File: config.mk
export PLATFORM = sky130hd
export DESIGN_NAME = omcc_top
export DESIGN_NICKNAME = d
export VERILOG_FILES = /design/src/logic/omcc_top.v /design/src/logic/omcc_osc_sample.v
export VERILOG_INCLUDE_DIRS = /design/src /design/src/logic
export SDC_FILE = /design/constraint.sdc
export NUM_CORES = 1
export LEC_CHECK = 0
export ABC_CLOCK_PERIOD_IN_PS = 3600
export CORE_UTILIZATION = 50
export DETAILED_ROUTE_END_ITERATION = 16
export DONT_BUFFER_PORTS = 1
export HOLD_SLACK_MARGIN = 0.06
export SYNTH_ARGS = -nofsm -noshare
export SYNTH_HDL_FRONTEND = slang
export SYNTH_SLANG_ARGS = --single-unit
File: constraint.sdc
create_clock -name clk -period 3.6 [get_ports clk]
set_input_delay 0.72 -clock clk [delete_from_list [all_inputs] [get_ports clk]]
set_output_delay 0.72 -clock clk [all_outputs]
set_load 0.05 [all_outputs]
File: src/logic/omcc_consts.vh
// Constants for the operating mode and system clock controller.
// Assumes inclusion by bare name from every file of the block except the oscillator sampler.
`ifndef OMCC_CONSTS_VH
`define OMCC_CONSTS_VH

// Register byte offsets on the APB slave.
`define OMCC_OFS_MODE_CTRL   8'h00
`define OMCC_OFS_IRQ_STATUS  8'h04
`define OMCC_OFS_IRQ_ENABLE  8'h08
`define OMCC_OFS_IRQ_CLEAR   8'h0c

// Field positions of the system mode control register.
`define OMCC_BIT_CKS_HI      7
`define OMCC_BIT_CKS_LO      5
`define OMCC_BIT_FAST_WAKE   4
`define OMCC_BIT_LOW_READY   3
`define OMCC_BIT_HIGH_READY  2
`define OMCC_BIT_IDLE_HALT   1
`define OMCC_BIT_HL_SELECT   0
`define OMCC_MODE_RESET      8'h03

// Interrupt event bit positions.
`define OMCC_EV_HALT         0
`define OMCC_EV_WAKE         1
`define OMCC_EV_HIGH_READY   2
`define OMCC_EV_LOW_READY    3

// Oscillator start-up counts, in cycles of the oscillator concerned.
`define OMCC_HXT_READY_CYC   8'd128
`define OMCC_INTERNAL_HIGH_RC_OSC_READY_CYC  8'd16
`define OMCC_LXT_READY_CYC   8'd128
`define OMCC_INTERNAL_LOW_RC_OSC_READY_CYC  8'd2

// System clock source codes; codes 2 to 7 are the divided high clock.
`define OMCC_SRC_SUB         3'd0
`define OMCC_SRC_HIGH        3'd1

// Operating mode codes shown on the mode output.
`define OMCC_MODE_FAST       3'd0
`define OMCC_MODE_SLOW       3'd1
`define OMCC_MODE_SYSCLK_OFF_IDLE_MODE      3'd2
`define OMCC_MODE_SYSCLK_ON_IDLE_MODE      3'd3
`define OMCC_MODE_DEEPEST_SLEEP_MODE     3'd4
`define OMCC_MODE_SUB_CLOCK_SLEEP_MODE     3'd5
`define OMCC_MODE_WAKING     3'd6

`endif

File: src/logic/omcc_top.v
// Operating mode and system clock controller with its APB register file.
// Assumes oscillator outputs arrive as free-running pins and that the
// watchdog, voltage detector and idle keep-on bit come from logic on clk.
// Notes on behaviour
// - Fast mode: high clock divided one to sixty-four.
// - Slow mode: low oscillator runs CPU, high off.
// - Halt, no keepers: deepest sleep stops everything.
// - Voltage detect enabled blocks the deepest sleep.
// - Second sleep keeps substitute and watchdog clocks.
// - Idle halt, keep clear: system clock stops.
// - Idle halt, keep set: system clock continues.
// - Divider field picks substitute or divided clock.
// - Select bit one picks undivided high clock.
// - Switch to substitute turns high oscillator off.
// - Low ready: zero in deepest sleep, then counts.
// - High ready: counts after start, zero when stopped.
// - Idle bit chooses idle or sleep on halt.
// - Fast wake runs substitute clock after crystal wake.
// - Fast wake only from second sleep, first idle.
// - Crystal fast wake switches back after ready.
// - High RC oscillator ignores fast wake, waits its count.
// - No fast wake leaving the deepest sleep.
`timescale 1ns/100ps
`default_nettype none
`include "omcc_consts.vh"

module omcc_top (
  input  wire        clk,
  input  wire        rst,
  input  wire        psel,
  input  wire        penable,
  input  wire        pwrite,
  input  wire [7:0]  paddr,
  input  wire [31:0] pwdata,
  output reg  [31:0] prdata,
  output reg         pready,
  output reg         pslverr,
  input  wire        high_osc_in,
  input  wire        sub_osc_in,
  input  wire        high_is_rc,
  input  wire        low_is_rc,
  input  wire        watchdog_enable,
  input  wire        low_voltage_detect_enable,
  input  wire        idle_sysclk_keep_on,
  input  wire        halt_req,
  input  wire        wake_req,
  output reg         sys_clk,
  output reg         cpu_run,
  output reg         high_osc_enable,
  output reg         sub_osc_enable,
  output reg         watchdog_clk_enable,
  output reg         time_base_clk_enable,
  output reg  [2:0]  op_mode,
  output reg         irq
);

  localparam ST_RUN    = 3'd0;
  localparam ST_SYSCLK_OFF_IDLE_MODE  = 3'd1;
  localparam ST_SYSCLK_ON_IDLE_MODE  = 3'd2;
  localparam ST_DEEPEST_SLEEP_MODE = 3'd3;
  localparam ST_SUB_CLOCK_SLEEP_MODE = 3'd4;
  localparam ST_WAKE   = 3'd5;

  wire       high_rise;
  wire       high_fall;
  wire       sub_rise;
  wire       sub_fall;

  reg  [2:0] state;
  reg  [2:0] cks;
  reg        fast_wake_enable;
  reg        idle_on_halt_enable;
  reg        high_low_clock_select;
  reg        low_osc_ready_flag;
  reg        high_osc_ready_flag;
  reg  [7:0] high_cnt;
  reg  [7:0] low_cnt;
  reg  [2:0] act_src;
  reg  [5:0] div_cnt;
  reg        fw_active;
  reg        halt_pend;
  reg  [3:0] irq_status;
  reg  [3:0] irq_enable;
  reg        high_ready_d;
  reg        low_ready_d;

  reg  [2:0] reg_src;
  reg  [2:0] req_src;
  reg  [5:0] div_limit;
  reg        src_ready;
  reg        tick;
  reg        clk_on;
  reg  [7:0] high_target;
  reg  [7:0] low_target;
  reg  [3:0] ev;
  reg  [2:0] next_state;
  reg        next_fw;
  reg  [7:0] mode_rd;

  wire       apb_access = psel & penable & ~pready;
  wire       apb_write  = apb_access & pwrite;
  wire       hit_mode   = (paddr == `OMCC_OFS_MODE_CTRL);
  wire       hit_stat   = (paddr == `OMCC_OFS_IRQ_STATUS);
  wire       hit_en     = (paddr == `OMCC_OFS_IRQ_ENABLE);
  wire       hit_clr    = (paddr == `OMCC_OFS_IRQ_CLEAR);
  wire [7:0] mode_reset = `OMCC_MODE_RESET;

  omcc_osc_sample u_high_sample (
    .clk    (clk),
    .rst    (rst),
    .osc_in (high_osc_in),
    .rise   (high_rise),
    .fall   (high_fall)
  );

  omcc_osc_sample u_sub_sample (
    .clk    (clk),
    .rst    (rst),
    .osc_in (sub_osc_in),
    .rise   (sub_rise),
    .fall   (sub_fall)
  );

  // Source requested by software, then overridden during a fast wake.
  always @* begin
    if (high_low_clock_select)
      reg_src = `OMCC_SRC_HIGH;
    else if (cks[2:1] == 2'b00)
      reg_src = `OMCC_SRC_SUB;
    else
      reg_src = cks;
    req_src = fw_active ? `OMCC_SRC_SUB : reg_src;
    // Half period in high clock rising edges, minus one.
    div_limit = (6'h01 << (3'd7 - act_src)) - 6'h01;
    src_ready = (act_src == `OMCC_SRC_SUB) ? low_osc_ready_flag : high_osc_ready_flag;
    // A source edge that should toggle the system clock.
    if (!src_ready)
      tick = 1'b0;
    else if (act_src == `OMCC_SRC_SUB)
      tick = sub_rise | sub_fall;
    else if (act_src == `OMCC_SRC_HIGH)
      tick = high_rise | high_fall;
    else
      tick = high_rise && (div_cnt == div_limit);
    high_target = high_is_rc ? `OMCC_INTERNAL_HIGH_RC_OSC_READY_CYC : `OMCC_HXT_READY_CYC;
    low_target  = low_is_rc ? `OMCC_INTERNAL_LOW_RC_OSC_READY_CYC : `OMCC_LXT_READY_CYC;
  end

  // System clock generator. A source change is applied only while the
  // output is low, so every high phase is a full one; the low phase
  // around a change may be longer than either source would give.
  always @(posedge clk) begin
    if (rst) begin
      sys_clk <= 1'b0;
      act_src <= `OMCC_SRC_HIGH;
      div_cnt <= 6'h00;
    end else if (!sys_clk && act_src != req_src &&
                 ((req_src == `OMCC_SRC_SUB) ? low_osc_ready_flag : high_osc_ready_flag)) begin
      act_src <= req_src;
      div_cnt <= 6'h00;
    end else begin
      if (high_rise)
        div_cnt <= (div_cnt == div_limit) ? 6'h00 : div_cnt + 6'h01;
      if (tick && (clk_on || sys_clk))
        sys_clk <= ~sys_clk;
    end
  end

  // Oscillator ready counters; a stopped oscillator loses its flag.
  always @(posedge clk) begin
    if (rst) begin
      high_cnt            <= 8'h00;
      low_cnt             <= 8'h00;
      high_osc_ready_flag <= 1'b0;
      low_osc_ready_flag  <= 1'b0;
    end else begin
      if (!high_osc_enable) begin
        high_cnt            <= 8'h00;
        high_osc_ready_flag <= 1'b0;
      end else if (high_rise && !high_osc_ready_flag) begin
        high_cnt <= high_cnt + 8'h01;
        if (high_cnt + 8'h01 == high_target)
          high_osc_ready_flag <= 1'b1;
      end
      if (!sub_osc_enable) begin
        low_cnt            <= 8'h00;
        low_osc_ready_flag <= 1'b0;
      end else if (sub_rise && !low_osc_ready_flag) begin
        low_cnt <= low_cnt + 8'h01;
        if (low_cnt + 8'h01 == low_target)
          low_osc_ready_flag <= 1'b1;
      end
    end
  end

  // Mode sequencer for halt and wake-up.
  always @* begin
    next_state = state;
    next_fw    = fw_active;
    if (fw_active && high_osc_ready_flag)
      next_fw = 1'b0;
    case (state)
      ST_RUN: begin
        // Halt waits for a low system clock so no pulse is cut short.
        if (halt_pend && !sys_clk) begin
          if (idle_on_halt_enable)
            next_state = idle_sysclk_keep_on ? ST_SYSCLK_ON_IDLE_MODE : ST_SYSCLK_OFF_IDLE_MODE;
          else if (low_voltage_detect_enable || watchdog_enable)
            next_state = ST_SUB_CLOCK_SLEEP_MODE;
          else
            next_state = ST_DEEPEST_SLEEP_MODE;
        end
      end
      ST_SYSCLK_OFF_IDLE_MODE, ST_SUB_CLOCK_SLEEP_MODE: begin
        if (wake_req) begin
          if (fast_wake_enable && !high_is_rc && reg_src != `OMCC_SRC_SUB) begin
            next_state = ST_RUN;
            next_fw    = 1'b1;
          end else begin
            next_state = ST_WAKE;
          end
        end
      end
      ST_SYSCLK_ON_IDLE_MODE, ST_DEEPEST_SLEEP_MODE: begin
        if (wake_req)
          next_state = ST_WAKE;
      end
      ST_WAKE: begin
        if ((reg_src == `OMCC_SRC_SUB) ? low_osc_ready_flag : high_osc_ready_flag)
          next_state = ST_RUN;
      end
      default: next_state = ST_RUN;
    endcase
    // Gate on the next state, so the edge that enters a halt never starts a fresh high phase.
    clk_on = (next_state == ST_RUN) || (next_state == ST_SYSCLK_ON_IDLE_MODE);
  end

  // Events that set sticky interrupt status bits.
  always @* begin
    ev = 4'h0;
    ev[`OMCC_EV_HALT]       = (state == ST_RUN) && (next_state != ST_RUN);
    ev[`OMCC_EV_WAKE]       = (state != ST_RUN) && (next_state == ST_RUN);
    ev[`OMCC_EV_HIGH_READY] = high_osc_ready_flag & ~high_ready_d;
    ev[`OMCC_EV_LOW_READY]  = low_osc_ready_flag & ~low_ready_d;
    mode_rd = {cks, fast_wake_enable, low_osc_ready_flag, high_osc_ready_flag,
               idle_on_halt_enable, high_low_clock_select};
  end

  // State, enables and mode output.
  always @(posedge clk) begin
    if (rst) begin
      state                <= ST_RUN;
      fw_active            <= 1'b0;
      halt_pend            <= 1'b0;
      cpu_run              <= 1'b1;
      high_osc_enable      <= 1'b0;
      sub_osc_enable       <= 1'b0;
      watchdog_clk_enable  <= 1'b0;
      time_base_clk_enable <= 1'b0;
      op_mode              <= `OMCC_MODE_FAST;
      high_ready_d         <= 1'b0;
      low_ready_d          <= 1'b0;
    end else begin
      state        <= next_state;
      fw_active    <= next_fw;
      high_ready_d <= high_osc_ready_flag;
      low_ready_d  <= low_osc_ready_flag;
      if (state != ST_RUN)
        halt_pend <= 1'b0;
      else if (halt_req)
        halt_pend <= 1'b1;
      cpu_run <= (next_state == ST_RUN);
      // High oscillator runs while used or requested; off once on substitute.
      case (next_state)
        ST_RUN:   high_osc_enable <= (act_src != `OMCC_SRC_SUB) || (reg_src != `OMCC_SRC_SUB);
        ST_SYSCLK_ON_IDLE_MODE: high_osc_enable <= (act_src != `OMCC_SRC_SUB);
        ST_WAKE:  high_osc_enable <= (reg_src != `OMCC_SRC_SUB);
        default:  high_osc_enable <= 1'b0;
      endcase
      sub_osc_enable       <= (next_state != ST_DEEPEST_SLEEP_MODE);
      watchdog_clk_enable  <= (next_state != ST_DEEPEST_SLEEP_MODE) && watchdog_enable;
      time_base_clk_enable <= (next_state != ST_DEEPEST_SLEEP_MODE) && (next_state != ST_SUB_CLOCK_SLEEP_MODE);
      case (next_state)
        // Slow only once the high oscillator is released; a fast wake still reports fast.
        ST_RUN:    op_mode <= (act_src == `OMCC_SRC_SUB && reg_src == `OMCC_SRC_SUB) ?
                              `OMCC_MODE_SLOW : `OMCC_MODE_FAST;
        ST_SYSCLK_OFF_IDLE_MODE:  op_mode <= `OMCC_MODE_SYSCLK_OFF_IDLE_MODE;
        ST_SYSCLK_ON_IDLE_MODE:  op_mode <= `OMCC_MODE_SYSCLK_ON_IDLE_MODE;
        ST_DEEPEST_SLEEP_MODE: op_mode <= `OMCC_MODE_DEEPEST_SLEEP_MODE;
        ST_SUB_CLOCK_SLEEP_MODE: op_mode <= `OMCC_MODE_SUB_CLOCK_SLEEP_MODE;
        default:   op_mode <= `OMCC_MODE_WAKING;
      endcase
    end
  end

  // Register writes; the two ready flags ignore writes.
  always @(posedge clk) begin
    if (rst) begin
      cks                   <= mode_reset[`OMCC_BIT_CKS_HI:`OMCC_BIT_CKS_LO];
      fast_wake_enable      <= mode_reset[`OMCC_BIT_FAST_WAKE];
      idle_on_halt_enable   <= mode_reset[`OMCC_BIT_IDLE_HALT];
      high_low_clock_select <= mode_reset[`OMCC_BIT_HL_SELECT];
      irq_enable            <= 4'h0;
    end else if (apb_write) begin
      if (hit_mode) begin
        cks                   <= pwdata[`OMCC_BIT_CKS_HI:`OMCC_BIT_CKS_LO];
        fast_wake_enable      <= pwdata[`OMCC_BIT_FAST_WAKE];
        idle_on_halt_enable   <= pwdata[`OMCC_BIT_IDLE_HALT];
        high_low_clock_select <= pwdata[`OMCC_BIT_HL_SELECT];
      end
      if (hit_en)
        irq_enable <= pwdata[3:0];
    end
  end

  // Sticky status; a new event wins over a clear in the same cycle.
  always @(posedge clk) begin
    if (rst) begin
      irq_status <= 4'h0;
      irq        <= 1'b0;
    end else begin
      irq_status <= (irq_status & ~((apb_write && hit_clr) ? pwdata[3:0] : 4'h0)) | ev;
      irq        <= |(irq_status & irq_enable);
    end
  end

  // APB answer one cycle into the access phase; unmapped reads give zero.
  always @(posedge clk) begin
    if (rst) begin
      pready  <= 1'b0;
      pslverr <= 1'b0;
      prdata  <= 32'h00000000;
    end else begin
      pready  <= apb_access;
      pslverr <= apb_access && !(hit_mode || hit_stat || hit_en || hit_clr);
      prdata  <= 32'h00000000;
      if (apb_access && !pwrite) begin
        if (hit_mode)
          prdata <= {24'h000000, mode_rd};
        else if (hit_stat)
          prdata <= {28'h0000000, irq_status};
        else if (hit_en)
          prdata <= {28'h0000000, irq_enable};
      end
    end
  end

endmodule // omcc_top

`default_nettype wire

File: src/logic/omcc_osc_sample.v
// Samples one free-running oscillator output into the clk domain.
// Assumes the oscillator runs well below half the clk rate.
`timescale 1ns/100ps
`default_nettype none

module omcc_osc_sample (
  input  wire clk,
  input  wire rst,
  input  wire osc_in,
  output reg  rise,
  output reg  fall
);

  reg [2:0] sync;
  reg       level;

  // Three stages; a change counts only once the last two agree.
  always @(posedge clk) begin
    if (rst) begin
      sync  <= 3'h0;
      level <= 1'b0;
      rise  <= 1'b0;
      fall  <= 1'b0;
    end else begin
      sync <= {sync[1:0], osc_in};
      rise <= 1'b0;
      fall <= 1'b0;
      if (sync[2] == sync[1] && sync[2] != level) begin
        level <= sync[2];
        rise  <= sync[2];
        fall  <= ~sync[2];
      end
    end
  end

endmodule // omcc_osc_sample

`default_nettype wire

After elaboration in Yosys (flattened, before gate mapping)

Index checks and enable logic that the tools add are counted.
W data, S select, Z words.

Logic and storage cells: 182
Input port bits: 54
Bits in registers: 104
Output and inout bits: 44

Reduce and logical (&&, ||, !) cells: 60
Shifts and indexed selects: 1
Muxes and demuxes: 32
Add/sub/neg operators: 5
Bitwise gates (word level): 23
Equal/unequal tests: 24

Operators by type and width:

| cell                  | count |
|---|---|
| $mux W3               | 10 |
| $mux W8               | 3 |
| $logic_and A1 B1 Y1   | 20 |
| $reduce_or A2 Y1      | 9 |
| $add A8 B1 Y8 const B | 2 |
| $eq A8 B4 Y1 const B  | 2 |
| $eq A8 B8 Y1          | 2 |
| $logic_not A3 Y1      | 5 |
| $pmux W3 S5           | 1 |
| $eq A3 B2 Y1 const B  | 4 |
| $eq A3 B3 Y1 const B  | 4 |
| $mux W4               | 3 |
| $not A1 Y1            | 12 |
| $pmux W3 S4           | 1 |
| $reduce_bool A3 Y1    | 4 |
| $mux W1               | 11 |
| $reduce_and A2 Y1     | 5 |
| $eq A3 B1 Y1 const B  | 3 |
| $and A4 B4 Y4         | 2 |
| $eq A8 B3 Y1 const B  | 1 |
| $logic_not A8 Y1      | 1 |
| $reduce_or A4 Y1      | 2 |
| $logic_or A1 B1 Y1    | 7 |
| $add A6 B1 Y6 const B | 1 |
| other kinds (18)      | 30 |

Logic depth before layout (Yosys ltp)

Word-level depth: 13
Mapped depth: 9
Gate-level depth less buffers: 9

Modules after synthesis

From an unflattened synthesis, not the netlist that was laid out.

Cell total of the unflattened synthesis: 441
Area total of the unflattened synthesis: 3943.8 sq um

Modules (own cells, without submodules):

| module          | sequential area each (sq um) | cells each | area an instance (sq um) | instances |
|---|---|---|---|---|
| omcc_top        | 1361.3                       | 413        | 3588.4                   | 1 |
| omcc_osc_sample | 120.1                        | 14         | 177.7                    | 2 |

Worst setup path after synthesis

Ideal clock, no wire load.

Kind: input to register
From: input port paddr[5]
To: register high_low_clock_select
Path slack: 1.089 ns
Required time: 3.472 ns
Setup time: 0.128 ns
Data arrival time: 2.382 ns
Buffers on the path: 0
Cell stages on the path: 6
Path through: or4_1 > nor3_2 > nand3_1 > nor3_2 > mux2i_1 > nand2_1

Word-level cells in the longest chain between the ends: 2

Ends and longest elaborated chain:

| element                            | line           | text |
|---|---|---|
| start: declaration                 | omcc_top.v:33  | `input wire [7:0] paddr,` |
| $logic_not A8 Y1 (no source line)  | -              |  |
| $reduce_and A2 Y1 (no source line) | -              |  |
| end signal: assignment             | omcc_top.v:302 | `` high_low_clock_select <= mode_reset[`OMCC_BIT_HL_SELECT]; `` |
| end signal: assignment             | omcc_top.v:309 | `` high_low_clock_select <= pwdata[`OMCC_BIT_HL_SELECT]; `` |
| end: declaration                   | omcc_top.v:73  | `reg high_low_clock_select;` |

Every way passes these cells.
A chain may end at the register's enable or synchronous reset.

Final worst setup path

From: register act_src[2]
To: register sys_clk

Word-level cells in the longest chain between the ends: 10
Elaborated cells between the ends (all ways): 17
Those cells by class: 2 x add/sub; 3 x eq/ne; 1 x shift; 4 x mux; 1 x bitwise; 6 x reduce/logical

Ends and longest elaborated chain:

| element                                | line           | text |
|---|---|---|
| start: declaration                     | omcc_top.v:78  | `reg [2:0] act_src;` |
| start signal: assignment               | omcc_top.v:155 | `` act_src <= `OMCC_SRC_HIGH; `` |
| start signal: assignment               | omcc_top.v:159 | `act_src <= req_src;` |
| $sub A3 B3 Y3                          | omcc_top.v:134 | `div_limit = (6'h01 << (3'd7 - act_src)) - 6'h01;` |
| $shl A1 B3 Y6                          | omcc_top.v:134 |  |
| $sub A6 B1 Y6                          | omcc_top.v:134 |  |
| $eq A6 B6 Y1                           | omcc_top.v:144 | `tick = high_rise && (div_cnt == div_limit);` |
| $logic_and A1 B1 Y1                    | omcc_top.v:144 |  |
| $mux W1                                | omcc_top.v:141 | `` else if (act_src == `OMCC_SRC_HIGH) `` |
| $mux W1                                | omcc_top.v:139 | `` else if (act_src == `OMCC_SRC_SUB) `` |
| $mux W1                                | omcc_top.v:137 | `if (!src_ready)` |
| $logic_and A1 B1 Y1                    | omcc_top.v:164 | `if (tick && (clk_on \|\| sys_clk))` |
| $reduce_and A2 Y1 (no source line) (*) | -              |  |
| end signal: assignment                 | omcc_top.v:165 | `sys_clk <= ~sys_clk;` |
| end: declaration                       | omcc_top.v:47  | `output reg sys_clk,` |

Every way passes the cells marked *; elsewhere a longest branch is shown, timed or not.

==> out/qor.csv <==
stage;metric;value;unit
pwr;power_frac_seq;54.9;%
global_route;grt_first_pass_wirelength;12.1;mm
global_route;grt_usage;18.6;%
synth;synthesis.area;3870;µm²
worst_setup_path;worst_setup_path_start_kind;flop;
status;outcome;finished clean;
layout;layout-drive-gt1-share;6.42;%
pwr;p_int;1.32;mW
floorplanning;coreArea;7370;µm²
drt;drt_first_pass_iters;4;
drt;viasPerCell;5.38;
sta;tns;0;ns
placed_design;io_buffers;0;
clock_network;clock_latency;0.35;ns
synth;synth_edf_count;0;
pwr;peakVddDrop;0.205;mV
pwr;power_switching;584;µW
layout;nets;490;
sta;finalHoldViolations;0;
sta;period_needed;2.59;ns
pwr;pwr-share-comb;12.6;%
placed_design;finalWeightedCongestion;0.773;
clock_network;numCtsBuffers;9;
min_path;worstHoldStart;rst;
clock_network;cts.htree.levels;3;
drt;ant_nets;0;
layout;final_util;54.3;%
placed_design;dpl.hpwl;5.06;mm
global_route;grt_max_degree;43;
worst_setup_path;reg2reg_depth;8;
min_path;whs_endpoint;act_src[1];
floorplanning;io_pins;98;
layout;n_antenna_cell;0;
clock_network;root_buffer;clkbuf_8;
clock_network;cts_sinks;80;
synth;synth.yosys.warnings;0;
job;maxCapViolCount;0;
worst_setup_path;r2r-end;sys_clk;
global_route;gr-total-overflow;0;
drt;drt-total-wl;7.28;mm
worst_setup_path;end_kind;flop;
clock_network;cts_tree;built;
layout;final_common_cell;dfxtp_1;
sta;fmax;386;MHz
synth;dominantRegCellSynth;dfxtp_1;
sta;finalCritPeriodShare;71.9;%
worst_setup_path;worstReg2RegStart;act_src[2];
min_path;min-delay-path-class;in -> reg;
pwr;p_leak;1.48;nW
sta;setup_viol;0;
drt;remaining_drc_errors;0;
pwr;swShare;30.6;%
pwr;p_per_area;477;nW/µm²
synth;async_flop_share;0;%
worst_setup_path;r2r_slack;1.01;ns
layout;final_cell_mix;80 x dfxtp_1, 52 x nor2_1, 25 x nand2_1;
clock_network;postCtsHoldBufs;0;
worst_setup_path;cp.arrival;2.87;ns
synth;netlist_instances;440;
clock_network;clk_pin_slew_worst_paths;0.08;ns
pwr;pwr-share-clk;32.5;%
clock_network;post_cts_buffers;0;
drt;wl_per_cell;13.6;µm
global_route;antenna_found_initial;0;
drt;num_vias;2878;
floorplanning;die_w;89.9;µm
synth;ys_types;60;
synth;synth.avg_cell_area;8.79;µm²
sta;slew_viol_final;0;
drt;drt_iter0_drc;117;
sta;hold_slack;0.434;ns
clock_network;cts_buffer_depth;2;
sta;fin_worst_skew;0.00931;ns
synth;seq_area_frac_synth;41.4;%
synth;ys_ff_latch;80;
worst_setup_path;cp_data_required_time;3.88;ns
sta;relSlewSlack;45.0;%
worst_setup_path;critPathMaxFanout;14;
min_path;min_path_cells;1;
floorplanning;start_util;52.5;%
floorplanning;die_area;8090;µm²
worst_setup_path;crit_type;reg -> reg;
floorplanning;die-height;89.9;µm
sta;worst_pin_slew;0.812;ns
floorplanning;num_rows;31;
clock_network;ctsResizeCount;0;
layout;area_growth;3.53;%
sta;grt_setup_unrepaired;false;
global_route;grt_pass1_vias;2569;
[area by class of cell]
cell class | instances | area (µm²)
clock buffer | 14 | 173
timing repair buffer | 2 | 15.0
tap | 99 | 124
multi-input combinational | 322 | 2020
clock inverter | 2 | 12.5
fill | 711 | 3370
inverter | 16 | 60.1
sequential | 80 | 1600
[how the worst max path moves through the flow]
stage / from / to / slack [ns]
2_1_floorplan: paddr[5] / high_low_clock_select / 1.09
3_3_place_gp: paddr[5] / idle_on_halt_enable / 0.76
3_5_place_dp: paddr[5] / idle_on_halt_enable / 0.73
4_1_cts: act_src[2] / sys_clk / 1.03
5_1_grt: act_src[2] / sys_clk / 0.81
6_report: act_src[2] / sys_clk / 1.01
[power by group through the flow]
stage	Combinational (mW)	Clock (mW)	Sequential, mW
CTS	0.242	0.640	1.05
detailed placement	0.241	0	1.07
finish	0.240	0.619	1.05
floorplan	0.249	0	1.06
global placement	0.239	0	1.07
global route	0.261	0.676	1.05
[per-layer routing]
| layer | track usage (%) | routed length [µm] | vias to the layer above |
|---|---|---|---|
| li1 | - | - | 1461 |
| met1 | 23.6 | 3590 | 1337 |
| met2 | 29.4 | 3200 | 71 |
| met3 | 4.91 | 381 | 9 |
| met4 | 8.87 | 117 | 0 |
| met5 | 0 | 0 | - |
[cell families (layout without fill, tap and decap cells)]
kind of cell               after synthesis  after routing  synth area share [%]
AOI/OAI and AO/OA                       69             69                  12.1
xor gates and xnor gates                32             32                  7.25
adders and majority gates                5              5                  1.62
buffers and inverters                   61             34                  8.64
DFF                                     80             80                  41.4
muxes                                   17             17                  4.53
other                                    1             24                0.0970
and+or+nand+nor                        175            175                  24.4
[per-stage QoR]
step | instance area, µm² | worst slack (ns) | power (mW) | cells
6_report | 4000 | 1.01 | 1.91 | 535
5_1_grt | 4000 | 0.813 | 1.99 | 535
4_1_cts | 4000 | 1.03 | 1.93 | 535
3_5_place_dp | 3820 | 0.727 | 1.31 | 519
3_3_place_gp | 3820 | 0.763 | 1.31 | 519
2_1_floorplan | 3950 | 1.09 | 1.30 | 463
[Yosys cell counts (5+ instances only)]
| master | count | area share, % |
|---|---|---|
| and3_1 | 7 | 1.1 |
| a21oi_1 | 21 | 2.7 |
| nand3_1 | 12 | 1.6 |
| nand2_1 | 25 | 2.4 |
| ha_1 | 5 | 1.6 |
| nor2b_1 | 13 | 2.1 |
| mux2i_1 | 16 | 4.1 |
| buf_4 | 24 | 4.7 |
| nor2_1 | 52 | 5.0 |
| xor2_1 | 22 | 5.0 |
| o21ai_0 | 12 | 1.6 |
| and2_1 | 7 | 1.1 |
| inv_1 | 16 | 1.6 |
| nand4_1 | 11 | 1.8 |
| clkbuf_1 | 17 | 1.7 |
| nand2b_1 | 9 | 1.5 |
| nor3_1 | 7 | 0.91 |
| dfxtp_1 | 80 | 41 |
| xnor2_1 | 10 | 2.3 |
[registers in the layout, indices dropped and copies added (netlist names), 3 cells and up]
name                flops
state                   3
u_sub_sample.sync       3
cks                     3
act_src                 3
op_mode                 3
irq_enable              4
div_cnt                 6
irq_status              4
high_cnt                8
prdata                  8
u_high_sample.sync      3
low_cnt                 8
[critical path: stages, from the launching register on]
cell	delay [ns]
dfxtp_1	0.59
nand3_1	0.20
ha_1	0.29
xor2_1	0.16
xnor2_1	0.13
nor4_1	0.25
o21ai_0	0.30
a211oi_1	0.36
mux2i_1	0.23
Note: power is estimated with default switching activity, not from simulation.
